==> src/rtl/pfsb_pkg.sv <==
// constants, field tables and state type for the pin function select bank
package pfsb_pkg;

  // ----------------------------------------------------------------
  // register byte offsets
  // ----------------------------------------------------------------
  localparam logic [11:0] OFF_BANK3 = 12'h000;
  localparam logic [11:0] OFF_BANK5 = 12'h004;
  localparam logic [11:0] OFF_SEL0 = 12'h008;
  localparam logic [11:0] OFF_SEL7 = 12'h00c;
  localparam logic [11:0] OFF_SEL8 = 12'h010;
  localparam logic [11:0] OFF_SEL9 = 12'h014;
  localparam logic [11:0] OFF_SEL11 = 12'h018;
  localparam logic [11:0] OFF_SEL12 = 12'h01c;
  localparam logic [11:0] OFF_UNLOCK = 12'h020;
  localparam logic [11:0] OFF_STATUS = 12'h024;

  // word indices inside the select memory
  localparam logic [2:0] IDX_BANK3 = 3'h0;
  localparam logic [2:0] IDX_BANK5 = 3'h1;
  localparam logic [2:0] IDX_SEL0 = 3'h2;
  localparam int NUM_WORDS = 8;

  // ----------------------------------------------------------------
  // reset values, keys, field positions
  // ----------------------------------------------------------------
  localparam logic [31:0] SEL_RESET = 32'h0000_0000;
  localparam logic [31:0] UNLOCK_KEY = 32'h5a5a_a5a5;
  localparam logic [31:0] SEL0_WRITE_MASK = 32'h7fff_ffff;
  localparam int STATUS_ARMED_BIT = 0;
  localparam int STATUS_REJECT_BIT = 1;
  localparam int ROUTED_PINS = 25;
  localparam int CODE_W = 3;

  // select word, low bit and width of the field that serves each bank pin
  localparam int B3_REG [ROUTED_PINS] = '{
    3, 3, 3, 3, 3, 3, 3, 3, 3, 3, 3,
    4, 4, 4, 4, 4, 4, 4, 4, 4, 4, 4,
    5, 5, 5};
  localparam int B3_LO [ROUTED_PINS] = '{
    3, 6, 9, 11, 13, 15, 17, 19, 21, 24, 27,
    0, 3, 6, 9, 12, 15, 18, 21, 24, 26, 28,
    0, 3, 6};
  localparam int B3_W [ROUTED_PINS] = '{
    3, 3, 2, 2, 2, 2, 2, 2, 3, 3, 3,
    3, 3, 3, 3, 3, 3, 3, 3, 2, 2, 3,
    3, 3, 1};
  localparam int B5_REG [ROUTED_PINS] = '{
    6, 6, 6, 6, 6, 6, 6, 6, 6, 6, 6, 6, 6, 6, 6,
    7, 7, 7, 7, 7, 7, 7, 7, 7, 7};
  localparam int B5_LO [ROUTED_PINS] = '{
    9, 12, 15, 17, 19, 20, 21, 22, 23, 24, 25, 26, 27, 28, 30,
    0, 2, 4, 7, 10, 13, 16, 18, 20, 22};
  localparam int B5_W [ROUTED_PINS] = '{
    3, 3, 2, 2, 1, 1, 1, 1, 1, 1, 1, 1, 1, 2, 2,
    2, 2, 3, 3, 3, 3, 2, 2, 2, 2};

  // ----------------------------------------------------------------
  // state of the top module
  // ----------------------------------------------------------------
  typedef struct packed {
    logic pready;
    logic pslverr;
    logic [31:0] prdata;
    logic armed;
    logic rejected;
    logic [31:0] bank3;
    logic [31:0] bank5;
    logic [31:0] sel0;
    logic [ROUTED_PINS*CODE_W-1:0] bank3_code;
    logic [ROUTED_PINS*CODE_W-1:0] bank5_code;
  } pfsb_state_t;

  function automatic logic [CODE_W-1:0] pfsb_field(input logic [31:0] word, input int lo,
                                                   input int width);
    logic [CODE_W-1:0] mask;
    mask = (width == 1) ? 3'h1 : (width == 2) ? 3'h3 : 3'h7;
    return CODE_W'(word >> lo) & mask;
  endfunction

endpackage

==> src/rtl/pfsb_reg_if.sv <==
// carrier between the bus front end and the select word memory
`timescale 1ns/1ps
interface pfsb_reg_if;
  logic we;
  logic [2:0] widx;
  logic [31:0] wdata;
  logic [2:0] ridx;
  logic [31:0] rdata;
  logic [31:0] words [8];

  modport ctrl (output we, output widx, output wdata, output ridx, input rdata, input words);
  modport mem (input we, input widx, input wdata, input ridx, output rdata, output words);
endinterface

==> src/rtl/pfsb_regfile.sv <==
// select word memory with registered read data
`timescale 1ns/1ps
module pfsb_regfile
  import pfsb_pkg::*;
(
  input wire logic pclk,
  input wire logic presetn,
  pfsb_reg_if.mem rif
);

  logic [31:0] mem [NUM_WORDS];
  logic [31:0] rd;

  always_ff @(posedge pclk or negedge presetn) begin
    if (!presetn) begin
      for (int i = 0; i < NUM_WORDS; i++) begin
        mem[i] <= SEL_RESET;
      end
      rd <= SEL_RESET;
    end else begin
      if (rif.we) begin
        mem[rif.widx] <= rif.wdata;
      end
      rd <= mem[rif.ridx];
    end
  end

  always_comb begin
    rif.rdata = rd;
    for (int i = 0; i < NUM_WORDS; i++) begin
      rif.words[i] = mem[i];
    end
  end

endmodule

==> src/rtl/pfsb_top.sv <==
// pin function select bank: apb registers, write unlock and pin routing
//
// Function
// - route bit 0 gives gpio, 1 gives peripheral
// - select registers 32-bit read/write (select0 bit 31 reads zero), reset zero
// - bank3 bits 0-10 use select7 fields
// - bank3 bits 11-21 use select8 fields
// - bank3 bits 22-24 use select9 fields
// - bank5 bits 0-14 use select11 fields
// - bank5 bits 15-24 use select12 fields
// - field code n selects function n plus one
`timescale 1ns/1ps
module pfsb_top
  import pfsb_pkg::*;
(
  input wire logic pclk,
  input wire logic presetn,
  input wire logic psel,
  input wire logic penable,
  input wire logic pwrite,
  input wire logic [11:0] paddr,
  input wire logic [31:0] pwdata,
  output logic [31:0] prdata,
  output logic pready,
  output logic pslverr,
  output logic [31:0] bank3_route_bit,
  output logic [31:0] bank5_route_bit,
  output logic [31:0] select0_field,
  output logic [ROUTED_PINS*CODE_W-1:0] bank3_func_code,
  output logic [ROUTED_PINS*CODE_W-1:0] bank5_func_code
);

  // ----------------------------------------------------------------
  // state and memory
  // ----------------------------------------------------------------
  pfsb_state_t q;
  pfsb_state_t next_q;
  pfsb_reg_if rif ();

  pfsb_regfile u_mem (
    .pclk(pclk),
    .presetn(presetn),
    .rif(rif)
  );

  logic done;
  logic is_sel;
  logic is_unlock;
  logic is_status;
  logic mapped;
  logic [2:0] idx;

  // ----------------------------------------------------------------
  // decode
  // ----------------------------------------------------------------
  always_comb begin
    idx = paddr[4:2];
    is_sel = (paddr[1:0] == 2'h0) && (paddr <= OFF_SEL12);
    is_unlock = (paddr == OFF_UNLOCK);
    is_status = (paddr == OFF_STATUS);
    mapped = is_sel || is_unlock || is_status;
    // access completes on the edge where pready is seen high
    done = psel && penable && q.pready;
  end

  // memory read is issued every cycle from the live address; the setup
  // edge loads it, so one wait state covers every access
  always_comb begin
    rif.ridx = idx;
    rif.we = done && pwrite && is_sel && q.armed;
    rif.widx = idx;
    rif.wdata = (idx == IDX_SEL0) ? (pwdata & SEL0_WRITE_MASK) : pwdata;
  end

  // ----------------------------------------------------------------
  // next state
  // ----------------------------------------------------------------
  always_comb begin
    next_q = q;
    next_q.pready = psel && penable && !q.pready;
    // read data and error stand only beside pready, zero otherwise
    next_q.pslverr = 1'b0;
    next_q.prdata = 32'h0000_0000;
    if (psel && penable && !q.pready) begin
      next_q.pslverr = !mapped;
      if (!pwrite) begin
        if (is_sel) begin
          next_q.prdata = rif.rdata;
        end else if (is_status) begin
          next_q.prdata[STATUS_ARMED_BIT] = q.armed;
          next_q.prdata[STATUS_REJECT_BIT] = q.rejected;
        end
      end
    end
    if (done) begin
      // unlock lasts only for the very next access of any kind
      next_q.armed = pwrite && is_unlock && (pwdata == UNLOCK_KEY);
      if (pwrite && is_sel) begin
        next_q.rejected = !q.armed;
      end
    end
    // pin routing follows the stored words one cycle after they change
    next_q.bank3 = rif.words[IDX_BANK3];
    next_q.bank5 = rif.words[IDX_BANK5];
    next_q.sel0 = rif.words[IDX_SEL0] & SEL0_WRITE_MASK;
    for (int i = 0; i < ROUTED_PINS; i++) begin
      // code 0 while the pin belongs to gpio
      next_q.bank3_code[i*CODE_W +: CODE_W] = rif.words[IDX_BANK3][i] ?
        pfsb_field(rif.words[B3_REG[i]], B3_LO[i], B3_W[i]) : 3'h0;
      next_q.bank5_code[i*CODE_W +: CODE_W] = rif.words[IDX_BANK5][i] ?
        pfsb_field(rif.words[B5_REG[i]], B5_LO[i], B5_W[i]) : 3'h0;
    end
  end

  // ----------------------------------------------------------------
  // registers
  // ----------------------------------------------------------------
  always_ff @(posedge pclk or negedge presetn) begin
    if (!presetn) begin
      q <= '0;
    end else begin
      q <= next_q;
    end
  end

  always_comb begin
    prdata = q.prdata;
    pready = q.pready;
    pslverr = q.pslverr;
    bank3_route_bit = q.bank3;
    bank5_route_bit = q.bank5;
    select0_field = q.sel0;
    bank3_func_code = q.bank3_code;
    bank5_func_code = q.bank5_code;
  end

endmodule

==> config.mk <==
export PLATFORM = sky130hd
export DESIGN_NAME = pfsb_top
export DESIGN_NICKNAME = d
export VERILOG_FILES = /design/src/rtl/pfsb_pkg.sv /design/src/rtl/pfsb_reg_if.sv /design/src/rtl/pfsb_regfile.sv /design/src/rtl/pfsb_top.sv
export SDC_FILE = /design/constraint.sdc
export NUM_CORES = 1
export LEC_CHECK = 0
export BUFFER_PORTS_ARGS = -buffer_cell sky130_fd_sc_hd__buf_2
export CAP_MARGIN = 20
export CORE_ASPECT_RATIO = 1.25
export CORE_MARGIN = 1.5
export CORE_UTILIZATION = 60
export CTS_CLUSTER_DIAMETER = 50
export DETAILED_ROUTE_END_ITERATION = 12
export PLACE_DENSITY_LB_ADDON = 0.3
export SYNTH_ARGS = -nofsm -noshare
export SYNTH_HDL_FRONTEND = slang
export SYNTH_SLANG_ARGS = --single-unit
export TNS_END_PERCENT = 10
==> constraint.sdc <==
create_clock -name pclk -period 5.1 [get_ports pclk]
set_clock_uncertainty 0.1 [all_clocks]
set_input_delay 0.765 -clock pclk [delete_from_list [all_inputs] [get_ports pclk]]
set_output_delay 0.765 -clock pclk [all_outputs]
set_load 0.005 [all_outputs]
# Word level (Yosys, flattened, before mapping)
# Cells that the tools add are included.
[classes]
reduce_logical = 18
bitwise_logic = 1
n_mul = 0
magnitude_cmp = 3
mux = 62
shift = 0
add_sub_neg = 0
eq_ne = 4
div_mod_pow = 0
[op_table]
columns = ["cell", "n"]
rows = [
  ["256-bit bitwise mux", 1],
  ["32-bit 2-to-1 mux", 5],
  ["32-bit binary-select mux with 3-bit select", 1],
  ["32-bit demux with 3-bit select", 1],
  ["3-bit 2-to-1 mux", 22],
  ["2-bit 2-to-1 mux", 20],
  ["33-bit 2-to-1 mux", 1],
  ["32-bit by 31-bit == test with 1-bit output, second input constant", 1],
  ["30-bit 2-to-1 mux", 1],
  ["12-bit by 6-bit == test with 1-bit output, second input constant", 2],
  ["12-bit by 5-bit <= comparator with 1-bit output, second input constant", 1],
  ["1-bit logical AND", 11],
  ["1-bit 2-to-1 mux", 10],
  ["4-bit greater-or-equal comparator, second input constant", 1],
  ["4-bit by 1-bit less-than comparator with 1-bit output, second input constant", 1],
  ["3-bit inverter with 4-bit output", 1],
  ["3-bit by 2-bit == test with 1-bit output, second input constant", 1],
  ["1-bit logical NOT", 3],
  ["2-bit logical NOT", 1],
  ["1-bit logical OR", 2],
  ["2-bit AND reduction", 1],
]
[word_totals]
word_cells = 107
output_inout_bits = 280
reg_bits = 569
latch_bits = 0
mem_count = 0
mem_bits_rw = 0
mem_bits_ro = 0

# Longest topological paths before layout
# Gate-level depths: netlist (run 1).
[logic_depth]
depth_word = 6
depth_mapped = 7
mapped_depth_nobuf = 4

# Modules after synthesis
# From an unflattened synthesis (run 1), not the netlist that was laid out.
[unflattened]
hier_cells = 1405
hier_area_um2 = 21852.2
[by_module_without_submodules]
columns = ["mod", "area_per_inst_um2", "cells_per_inst", "seq_area_each_um2", "n_inst"]
rows = [
  ["pfsb_regfile", 12440.7, 697, 7206.9, 1],
  ["pfsb_top", 9411.5, 708, 6080.8, 1],
]

# Worst setup path before layout (run 1)
# OpenSTA, ideal clock, no wires.
[synth_path]
kind = "input port to flip-flop"
start = "in paddr[9]"
end = "reg u_mem.mem (netlist bit u_mem.rif.words[10])"
arrival_ns = 2.750
setup_slack_ns = 2.125
stages = 7
t_required_ns = 4.875
cell_sequence = "or4_4 or3_1 buf_6 or3_1 buf_6 buf_12 mux2_4"
[synth_between]
elab_chain_cells = 4
[synth_lines]
columns = ["element", "line", "text"]
rows = [
  ["from (decl)", "pfsb_top.sv:21", "input wire logic [11:0] paddr,"],
  ["12-bit by 5-bit <= comparator with 1-bit output", "pfsb_top.sv:58", "is_sel = (paddr[1:0] == 2'h0) && (paddr <= OFF_SEL12);"],
  ["1-bit logical AND", "pfsb_top.sv:58", ""],
  ["1-bit logical AND (2 in series)", "pfsb_top.sv:70", "rif.we = done && pwrite && is_sel && q.armed;"],
  ["to (signal, indexed assignment)", "pfsb_regfile.sv:22", "mem[rif.widx] <= rif.wdata;"],
  ["to (decl)", "pfsb_regfile.sv:11", "logic [31:0] mem [NUM_WORDS];"],
]
# No other way between the ends.
# A chain may end at the register's enable or synchronous reset.

# Worst setup path after layout (run 1)
[layout_path]
start = "in paddr[9]"
end = "reg u_mem.mem (netlist bit u_mem.rif.words[27])"
# Same word-level chain as after synthesis.

==> results of run 1 <==
==> power by group <==
group,total [W],switching (W),internal (W)
clock,0.00366,0.00154,0.00212
sequential,0.00421,0.00000119,0.00421
combinational,0.000226,0.000175,0.0000517
total,0.00810,0.00171,0.00638
==> per-layer routing <==
layer	up-vias	part of all wire [%]
li1	4638	-
met1	5923	39
met2	413	51
met3	81	6.6
met4	6	3.1
met5	-	0.080
==> sequential cells by signal, indices dropped and copies added (netlist names) <==
| name | count |
|---|---|
| bank3_func_code | 65 |
| u_mem.rif.words | 256 |
| u_mem.rif.rdata | 32 |
| bank5_route_bit | 32 |
| pslverr | 1 |
| q | 2 |
| prdata | 32 |
| pready | 1 |
| select0_field | 31 |
| bank5_func_code | 47 |
| bank3_route_bit | 32 |
==> final cells by class <==
cell class	count	area [sq um]	area share, %
flip-flops and latches	531	13300	56.8
repair buffers	312	1660	7.09
inverters	1	3.75	0.0160
diodes	2	5.00	0.0214
multi-input cells	580	6220	26.6
well taps	474	593	2.54
clock buffers	70	1450	6.18
clock inverters	19	183	0.781
==> worst max-delay path by stage <==
stage                  start                              end  slack [ns]  cells past startpoint
CTS                 paddr[9]  u_mem.rif.words[27]$_DFFE_PN0P_        1.89                      6
global route        paddr[7]  u_mem.rif.words[27]$_DFFE_PN0P_        1.83                      6
global placement    paddr[9]   u_mem.rif.words[7]$_DFFE_PN0P_        1.33                      6
detailed placement  paddr[9]  u_mem.rif.words[25]$_DFFE_PN0P_        1.29                      6
finish              paddr[9]  u_mem.rif.words[27]$_DFFE_PN0P_        1.88                      6
floorplan           paddr[9]  u_mem.rif.words[10]$_DFFE_PN0P_        2.12                      7
==> synthesized netlist by cell type, types with 2 or more instances <==
library cell / number / area [sq um]
buf_12: 3 / 60.1
and2_1: 143 / 895
clkbuf_1: 22 / 82.6
buf_6: 2 / 22.5
buf_1: 9 / 33.8
nor2_1: 4 / 15.0
or4bb_1: 2 / 22.5
buf_2: 13 / 65.1
mux4_2: 64 / 1440
nor4_1: 2 / 12.5
nor4b_4: 2 / 47.6
mux2_2: 250 / 2820
or3_1: 3 / 18.8
a32oi_1: 2 / 17.5
buf_4: 278 / 2090
mux2_1: 7 / 78.8
mux2_4: 30 / 450
nand4_1: 4 / 25.0
o21ai_0: 2 / 10.0
nor4bb_1: 5 / 50.1
dfrtp_1: 531 / 13300
nand2_1: 4 / 15.0
nand3_1: 3 / 15.0
==> critical path, cell delays in order <==
cell and delay [ns]:
buf_2 0.10, or4_4 0.54, or3_1 0.60, or3_2 0.85
buf_4 0.36, mux2_4 0.33
==> cell families (layout without fill, tap and decap cells) <==
logic type             Yosys count  in the layout
buffers and inverters          328            402
AO/OA/AOI/OAI                    7              7
flip-flops                     531            531
other                            1             41
AND/OR/NAND/NOR                183            183
multiplexers                   351            351
==> stage by stage <==
stage	std cells	total power [W]
floorplan	1439	0.00438
global placement	1898	0.00452
detailed placement	1898	0.00452
CTS	1987	0.00817
global route	1987	0.00835
finish	1989	0.00810
==> impl_metrics.tcl, run 1 <==
set metrics [dict create \
    status "finished, final reports clean" \
    route.vias.total 11061 \
    rsz0062_at_grt "no" \
    drcViolationCount 0 \
    layout_min_cycle_time_ns 3.22 \
    grt.met1_usage_pct 34.8 \
    critical_path_arrival_ns 3.57 \
    antenna_left 0 \
    tightest_slew_ns 1.04 \
    fmax_mhz 311 \
    ctsHoldBuffers 0 \
    root_buffer "clkbuf_16" \
    area_growth_pct 7.79 \
    slew_violations 0 \
    r2r-start "pready$_DFF_PN0_" \
    yosysSeqAreaShare_pct 61.2 \
    synthAdderAreaFrac_pct 0 \
    syn_inst 1401 \
    finalCritPeriodShare_pct 63.1 \
    routed_wl_um 49000 \
    grt_usage_pct 27.1 \
    core-area_sq_mm 0.0356 \
    gp_congestion 0.856 \
    syn-cell-area_sq_mm 0.0217 \
    hp-class "in2async" \
    use_met2_pct 45.9 \
    synth_top_family_by_area "multiplexers" \
    initial_core_util_pct 61.0 \
    drt-initial-drc-count 767 \
    final_cell_mix "531 x dfrtp_1, 286 x buf_2, 250 x mux2_2, 143 x and2_1, 64 x mux4_2" \
    critPathKind "in2reg" \
    postSynthAreaPerCell_sq_um 15.5 \
    fp.dieH_um 216 \
    post_cts_buffers 0 \
    grt_pass1_wl_um 74300 \
    yosysUniqueCellTypes 39 \
    cp_max_fo 17 \
    cp.required_ns 5.45 \
    grt_max_degree 116 \
    maxSlewHeadroom_pct 29.9 \
    use_met3_pct 6.43 \
    first_global_vias 11668 \
    crit-reg2reg-capture "u_mem.rif.words[27]$_DFFE_PN0P_" \
    synth-main-ff-cell "dfrtp_1" \
    fillers 2552 \
    rows 77 \
    dp_hpwl_um 32300 \
    dp_slack_ns 1.29 \
    clk_path_buf_depth 3 \
    nets 1523 \
    setup_violations 0 \
    hold_ws_ns 0.176 \
    antenna_found_initial 8 \
    die-area_sq_mm 0.0373 \
    viasPerCell 5.56 \
    setup_ws_ns 1.88 \
    powerDensity_mw_per_mm2 346 \
    drive_above_1_share_pct 49.3 \
    port_buffers 289 \
    yosys.area_share.simple_pct 5.62 \
    utilization_pct 65.8 \
    setup_tns_ns 0 \
    placed_area_sq_mm 0.0218 \
    synth_edf_count 0 \
    dieWidth_um 173 \
    design_area_sq_mm 0.0234 \
    drt_pass1_iterations 5 \
    ys_async_sr_fraction_pct 100 \
    cts_resized 0 \
    ys_seq_elements 531 \
    synthMuxAreaShare_pct 22.1 \
    routedWlPerCell_um 24.6 \
    cts_tree "built" \
    maxCapViolations 0 \
    critPathLaunchType "input pin" \
    hold_viol 0 \
    cts.clk_slew.worst_paths_ns 0.06 \
    ff2ff_path_depth 5 \
    cts_buffers 48 \
    htree_levels 2 \
    layout_commonest_cell "dfrtp_1" \
    reg2reg_slack_ns 2.39 \
    synth-xor-area-share_pct 0 \
    grt.busiest_layer "met2" \
    clk_latency_ns 0.57 \
    ys_warn_count 0 \
    synth_compound_area_share_pct 0.236 \
    gr-total-overflow 0 \
    cts_sinks 531 \
    ios 329 \
    peakVddDrop_mv 0.349 \
    p_leak_nw 12.7 \
    crit_path_end_kind "flop" \
]
(Power assumes the default switching activity.)
==> run 2, diff against run 1 <==
--- a/config.mk
+++ b/config.mk
@@ -9,7 +9,7 @@
 export CAP_MARGIN = 20
 export CORE_ASPECT_RATIO = 1.25
 export CORE_MARGIN = 1.5
-export CORE_UTILIZATION = 60
+export CORE_UTILIZATION = 57
 export CTS_CLUSTER_DIAMETER = 50
 export DETAILED_ROUTE_END_ITERATION = 12
 export PLACE_DENSITY_LB_ADDON = 0.3
==> constraint.sdc (replaced) <==
create_clock -name pclk -period 3.2 [get_ports pclk]
set_clock_uncertainty 0.1 [all_clocks]
set_input_delay 0.48 -clock pclk [delete_from_list [all_inputs] [get_ports pclk]]
set_output_delay 0.48 -clock pclk [all_outputs]
set_load 0.005 [all_outputs]
==> impl_metrics.tcl, run 2 (synthesis results as in run 1) <==
set metrics [dict create \
    status "finished, final reports clean" \
    drcViolationCount 0 \
    drt-initial-drc-count 704 \
    cts.clk_slew.worst_paths_ns 0.06 \
    hold_viol 0 \
    maxCapViolations 0 \
    dp_hpwl_um 33800 \
    largest_reg_flops 256 \
    startpoint "paddr[7]" \
    setup_tns_ns 0 \
    gp_congestion 0.821 \
    nets 1540 \
    htree_levels 2 \
    post_cts_buffers 0 \
    antenna_left 0 \
    slowest_delay_ns 0.57 \
    maxSlewHeadroom_pct 48.9 \
    cts_buffers 50 \
    powerDensity_mw_per_mm2 559 \
    grt_max_degree 84 \
    core-area_sq_mm 0.0374 \
    cts_tree "built" \
    tightest_slew_ns 0.767 \
    grt_pass1_wl_um 75300 \
    dp_slack_ns 0.231 \
    initial_core_util_pct 58.1 \
    layout_commonest_cell "dfrtp_1" \
    peakVddDrop_mv 0.445 \
    worstPathCellList "buf_2, or4_1, or3_1, buf_4, nor4b_4, buf_12, mux2_2" \
    slew_violations 0 \
    critical_path_arrival_ns 2.73 \
    slowest_stage "or4_1" \
    p_leak_nw 12.9 \
    fp.dieH_um 221 \
    critPathKind "in2reg" \
    fmax_mhz 420 \
    antenna_found_initial 5 \
    cp.required_ns 3.55 \
    cts_sinks 531 \
    dieWidth_um 178 \
    hold_path.startpoint "penable" \
    layout_min_cycle_time_ns 2.38 \
    r2r-start "pready$_DFF_PN0_" \
    cp_max_fo 32 \
    drt_pass1_iterations 4 \
    die-area_sq_mm 0.0393 \
    final_cell_mix "531 x dfrtp_1, 286 x buf_2, 250 x mux2_2, 143 x and2_1, 64 x mux4_2" \
    clk_latency_ns 0.58 \
    ios 329 \
    setup_violations 0 \
    routed_wl_um 50000 \
    viasPerCell 5.49 \
    critPathLaunchType "input pin" \
    crit_path_end_kind "flop" \
    hp-class "in2reg" \
    route.vias.total 11087 \
    root_buffer "clkbuf_16" \
    port_buffers 289 \
    first_global_vias 11754 \
    gr-total-overflow 0 \
    routedWlPerCell_um 24.7 \
    grt_usage_pct 26.1 \
    rows 79 \
    clk_path_buf_depth 3 \
    drive_above_1_share_pct 49.5 \
    finalCritPeriodShare_pct 74.4 \
    area_growth_pct 9.61 \
    setup_ws_ns 0.820 \
    rsz0062_at_grt "no" \
]
## run 2: path summary, 6_finish.rpt
kind	end	slack, ns	cells after the start
max	u_mem.rif.words[66]$_DFFE_PN0P_	0.82	7
min	pready$_DFF_PN0_	0.10	3
max reg2reg	u_mem.rif.words[15]$_DFFE_PN0P_	0.90	5
min reg2reg	select0_field[9]$_DFF_PN0_	0.29	0
max in group asynchronous	bank3_func_code[51]$_DFF_PN0_	1.72	3
min in group asynchronous	select0_field[2]$_DFF_PN0_	0.39	2
## run 2: layout make-up
type,count,area (sq um)
fillers,2700,13600
flip-flops and latches,531,13300
multi-input cells,580,6220
repair buffers,327,1920
clock buffers,71,1420
well taps,486,608
clock inverters,21,317
diodes,4,10.0
inverters,1,3.75
## run 2: timing repair
item,in CTS,in global routing
hold buffers,1,0
hold endpoints to repair,65,0
gates resized for setup,0,0
## run 2: through the flow
stage	area [sq um]	total power (W)	std cells	utilization, %	hold WS [ns]
after CTS	23800	0.0134	2017	63.6	0.0786
final	23800	0.0133	2021	63.7	0.104
after detailed placement	22000	0.00723	1924	59.0	0.281
after floorplan	21800	0.00698	1439	-	0.0844
after global placement	22000	0.00722	1924	59.0	0.276
after global routing	23800	0.0137	2020	63.7	0.126
## run 2: power breakdown
part | switching (W) | internal (W) | total [W]
Combinational | 0.000280 | 0.000100 | 0.000380
Sequential | 0.00000191 | 0.00671 | 0.00672
Clock | 0.00252 | 0.00368 | 0.00620
## run 2: per-layer routing
metal	wire, um	up-vias	track usage [%]
met2	25500	396	43.4
met4	2020	4	10.5
met5	30	-	0
met1	19700	5907	34.7
li1	-	4685	-
met3	2770	95	3.61
## run 2: worst max-delay path: cells and delay by family
family | cells | cell delay [ns]
and+or+nand+nor | 3 | 1.27
buffers and inverters | 3 | 0.60
muxes | 1 | 0.37
==> run 3, diff against run 2 <==
--- a/config.mk
+++ b/config.mk
@@ -5,6 +5,7 @@
 export SDC_FILE = /design/constraint.sdc
 export NUM_CORES = 1
 export LEC_CHECK = 0
+export ABC_AREA = 1
 export BUFFER_PORTS_ARGS = -buffer_cell sky130_fd_sc_hd__buf_2
 export CAP_MARGIN = 20
 export CORE_ASPECT_RATIO = 1.25
==> constraint.sdc (replaced) <==
create_clock -name pclk -period 2.35 [get_ports pclk]
set_clock_uncertainty 0.1 [all_clocks]
set_input_delay 0.3525 -clock pclk [delete_from_list [all_inputs] [get_ports pclk]]
set_output_delay 0.3525 -clock pclk [all_outputs]
set_load 0.005 [all_outputs]
==> impl_metrics.tcl, run 3 <==
set metrics [dict create \
    status "finished, final reports clean" \
    antenna_found_initial 3 \
    cts_sinks 531 \
    routedWlPerCell_um 21.1 \
    fin_cells 3056 \
    drcViolationCount 0 \
    syn_inst 2484 \
    synth-main-ff-cell "dfrtp_1" \
    critical_path_arrival_ns 2.42 \
    crit_path_end_kind "flop" \
    layout_commonest_cell "nand2_1" \
    powerDensity_mw_per_mm2 743 \
    fillers 3261 \
    setup_ws_ns 0.334 \
    ys_seq_elements 531 \
    initial_core_util_pct 57.8 \
    drt_pass1_iterations 7 \
    antenna_left 0 \
    first_global_vias 16403 \
    cts_buffers 50 \
    grt_pass1_wl_um 97700 \
    cts_tree "built" \
    routed_wl_um 64500 \
    dp_slack_ns 0.0895 \
    placed_cells 2959 \
    nets 2564 \
    fmax_mhz 496 \
    p_leak_nw 14.6 \
    synth_commonest_cells "985 x nand2_1, 531 x dfrtp_1, 279 x buf_4" \
    ys_warn_count 0 \
    htree_levels 2 \
    clk_path_buf_depth 3 \
    hp-class "in2reg" \
    maxSlewHeadroom_pct 56.9 \
    final_cell_mix "985 x nand2_1, 531 x dfrtp_1, 288 x buf_2, 271 x nand3_1, 128 x inv_1" \
    setup_tns_ns 0 \
    finalCritPeriodShare_pct 85.8 \
    ys_async_sr_fraction_pct 100 \
    multiInputGateArea_sq_mm 0.00609 \
    cts.clk_slew.worst_paths_ns 0.06 \
    critPathLaunchType "flop" \
    ios 329 \
    clk_latency_ns 0.58 \
    cp_max_fo 74 \
    rsz0062_at_grt "no" \
    gp_congestion 0.911 \
    slew_violations 0 \
    grt_usage_pct 31.9 \
    yosysUniqueCellTypes 21 \
    dieWidth_um 181 \
    area_growth_pct 8.83 \
    layout_min_cycle_time_ns 2.02 \
    tightest_slew_ns 0.645 \
    yosysSeqAreaShare_pct 59.0 \
    yosysMostFrequentCell "nand2_1" \
    ff_latch_area_sq_mm 0.0133 \
    synth_top_area_cell "dfrtp_1" \
    peakVddDrop_mv 0.749 \
    grt_max_degree 103 \
    syn-cell-area_sq_mm 0.0225 \
    drt-initial-drc-count 1892 \
    critPathKind "reg2reg" \
    rows 81 \
    dp_hpwl_um 43300 \
    synth_top_cell_area_share_pct 59.0 \
    gr-total-overflow 0 \
    route.vias.total 16799 \
    hold_viol 0 \
    viasPerCell 5.50 \
    core-area_sq_mm 0.0390 \
    synth_area_leaders "dfrtp_1 59%, nand2_1 16%, buf_4 9.3%" \
    cp.required_ns 2.75 \
    postSynthAreaPerCell_sq_um 9.07 \
    port_buffers 289 \
    root_buffer "clkbuf_16" \
    die-area_sq_mm 0.0407 \
    fp.dieH_um 225 \
    largest_reg_flops 256 \
    setup_violations 0 \
    synth_edf_count 0 \
    maxCapViolations 0 \
    drive_above_1_share_pct 18.3 \
]
## run 3: kinds of logic after synthesis
family | after synthesis | share of synthesized area (%)
flip-flops | 531 | 59.0
AND/OR/NAND/NOR | 1382 | 25.8
buffers and inverters | 559 | 14.9
other | 1 | 0.0166
AO/OA/AOI/OAI | 11 | 0.311
## run 3: final timing paths
check | start | endpoint | slack (ns) | depth (start not counted)
setup / recovery | pready$_DFF_PN0_ | u_mem.rif.words[103]$_DFFE_PN0P_ | 0.33 | 8
hold / removal | pwdata[25] | u_mem.rif.words[121]$_DFFE_PN0P_ | 0.02 | 3
setup reg to reg | pready$_DFF_PN0_ | u_mem.rif.words[103]$_DFFE_PN0P_ | 0.33 | 8
hold reg to reg | u_mem.rif.words[161]$_DFFE_PN0P_ | select0_field[1]$_DFF_PN0_ | 0.31 | 0
max in group asynchronous | presetn | bank5_func_code[63]$_DFF_PN0_ | 1.08 | 3
min in group asynchronous | presetn | bank3_func_code[67]$_DFF_PN0_ | 0.19 | 2
## run 3: stage by stage
step / power (W) / hold slack [ns] / utilization [%] / instance area [sq um]
global placement: 0.00999 / 0.200 / 58.3 / 22800
detailed placement: 0.0100 / 0.197 / 58.3 / 22800
floorplan: 0.00959 / -0.0431 / - / 22700
global route: 0.0187 / 0.0204 / 62.9 / 24500
CTS: 0.0183 / 0.00270 / 62.8 / 24500
finish: 0.0182 / 0.0225 / 62.9 / 24500
## run 3: worst max-delay path: stages (launching register included)
cell	delay, ns
dfrtp_1	0.36
nand3_1	0.22
nor2_1	0.24
nand2_2	0.12
nor2_4	0.16
buf_12	0.16
buf_12	0.28
nand3_1	0.14
nand2_1	0.09
## run 3: timing repair
item / in CTS / in global routing
buffers inserted: 0 / 0
hold buffers: 2 / 0
resized for setup: 0 / 0
hold endpoints to repair: 199 / 0
endpoints found under the setup margin: 0 / 0
## run 3: power by group
group | total, W | switching, W | internal [W]
Combinational | 0.000693 | 0.000555 | 0.000138
Clock | 0.00838 | 0.00342 | 0.00496
Sequential | 0.00914 | 0.000000830 | 0.00914
Total | 0.0182 | 0.00398 | 0.0142
## run 3: layer usage
layer	vias up	routed length [um]	global-route usage, %
met5	-	13	0
met4	2	3540	17.9
met3	191	5960	5.74
met2	1025	31100	51.8
met1	8118	23900	40.8
li1	7463	-	-
## run 3: cell type report
cell class	count	area share, %
Tap cell	498	2.54
Sequential cell	531	54.2
Antenna cell	2	0.0204
Timing Repair Buffer	368	9.29
Inverter	132	2.02
Clock buffer	79	6.46
Multi-Input combinational cell	1432	24.8
Clock inverter	14	0.658
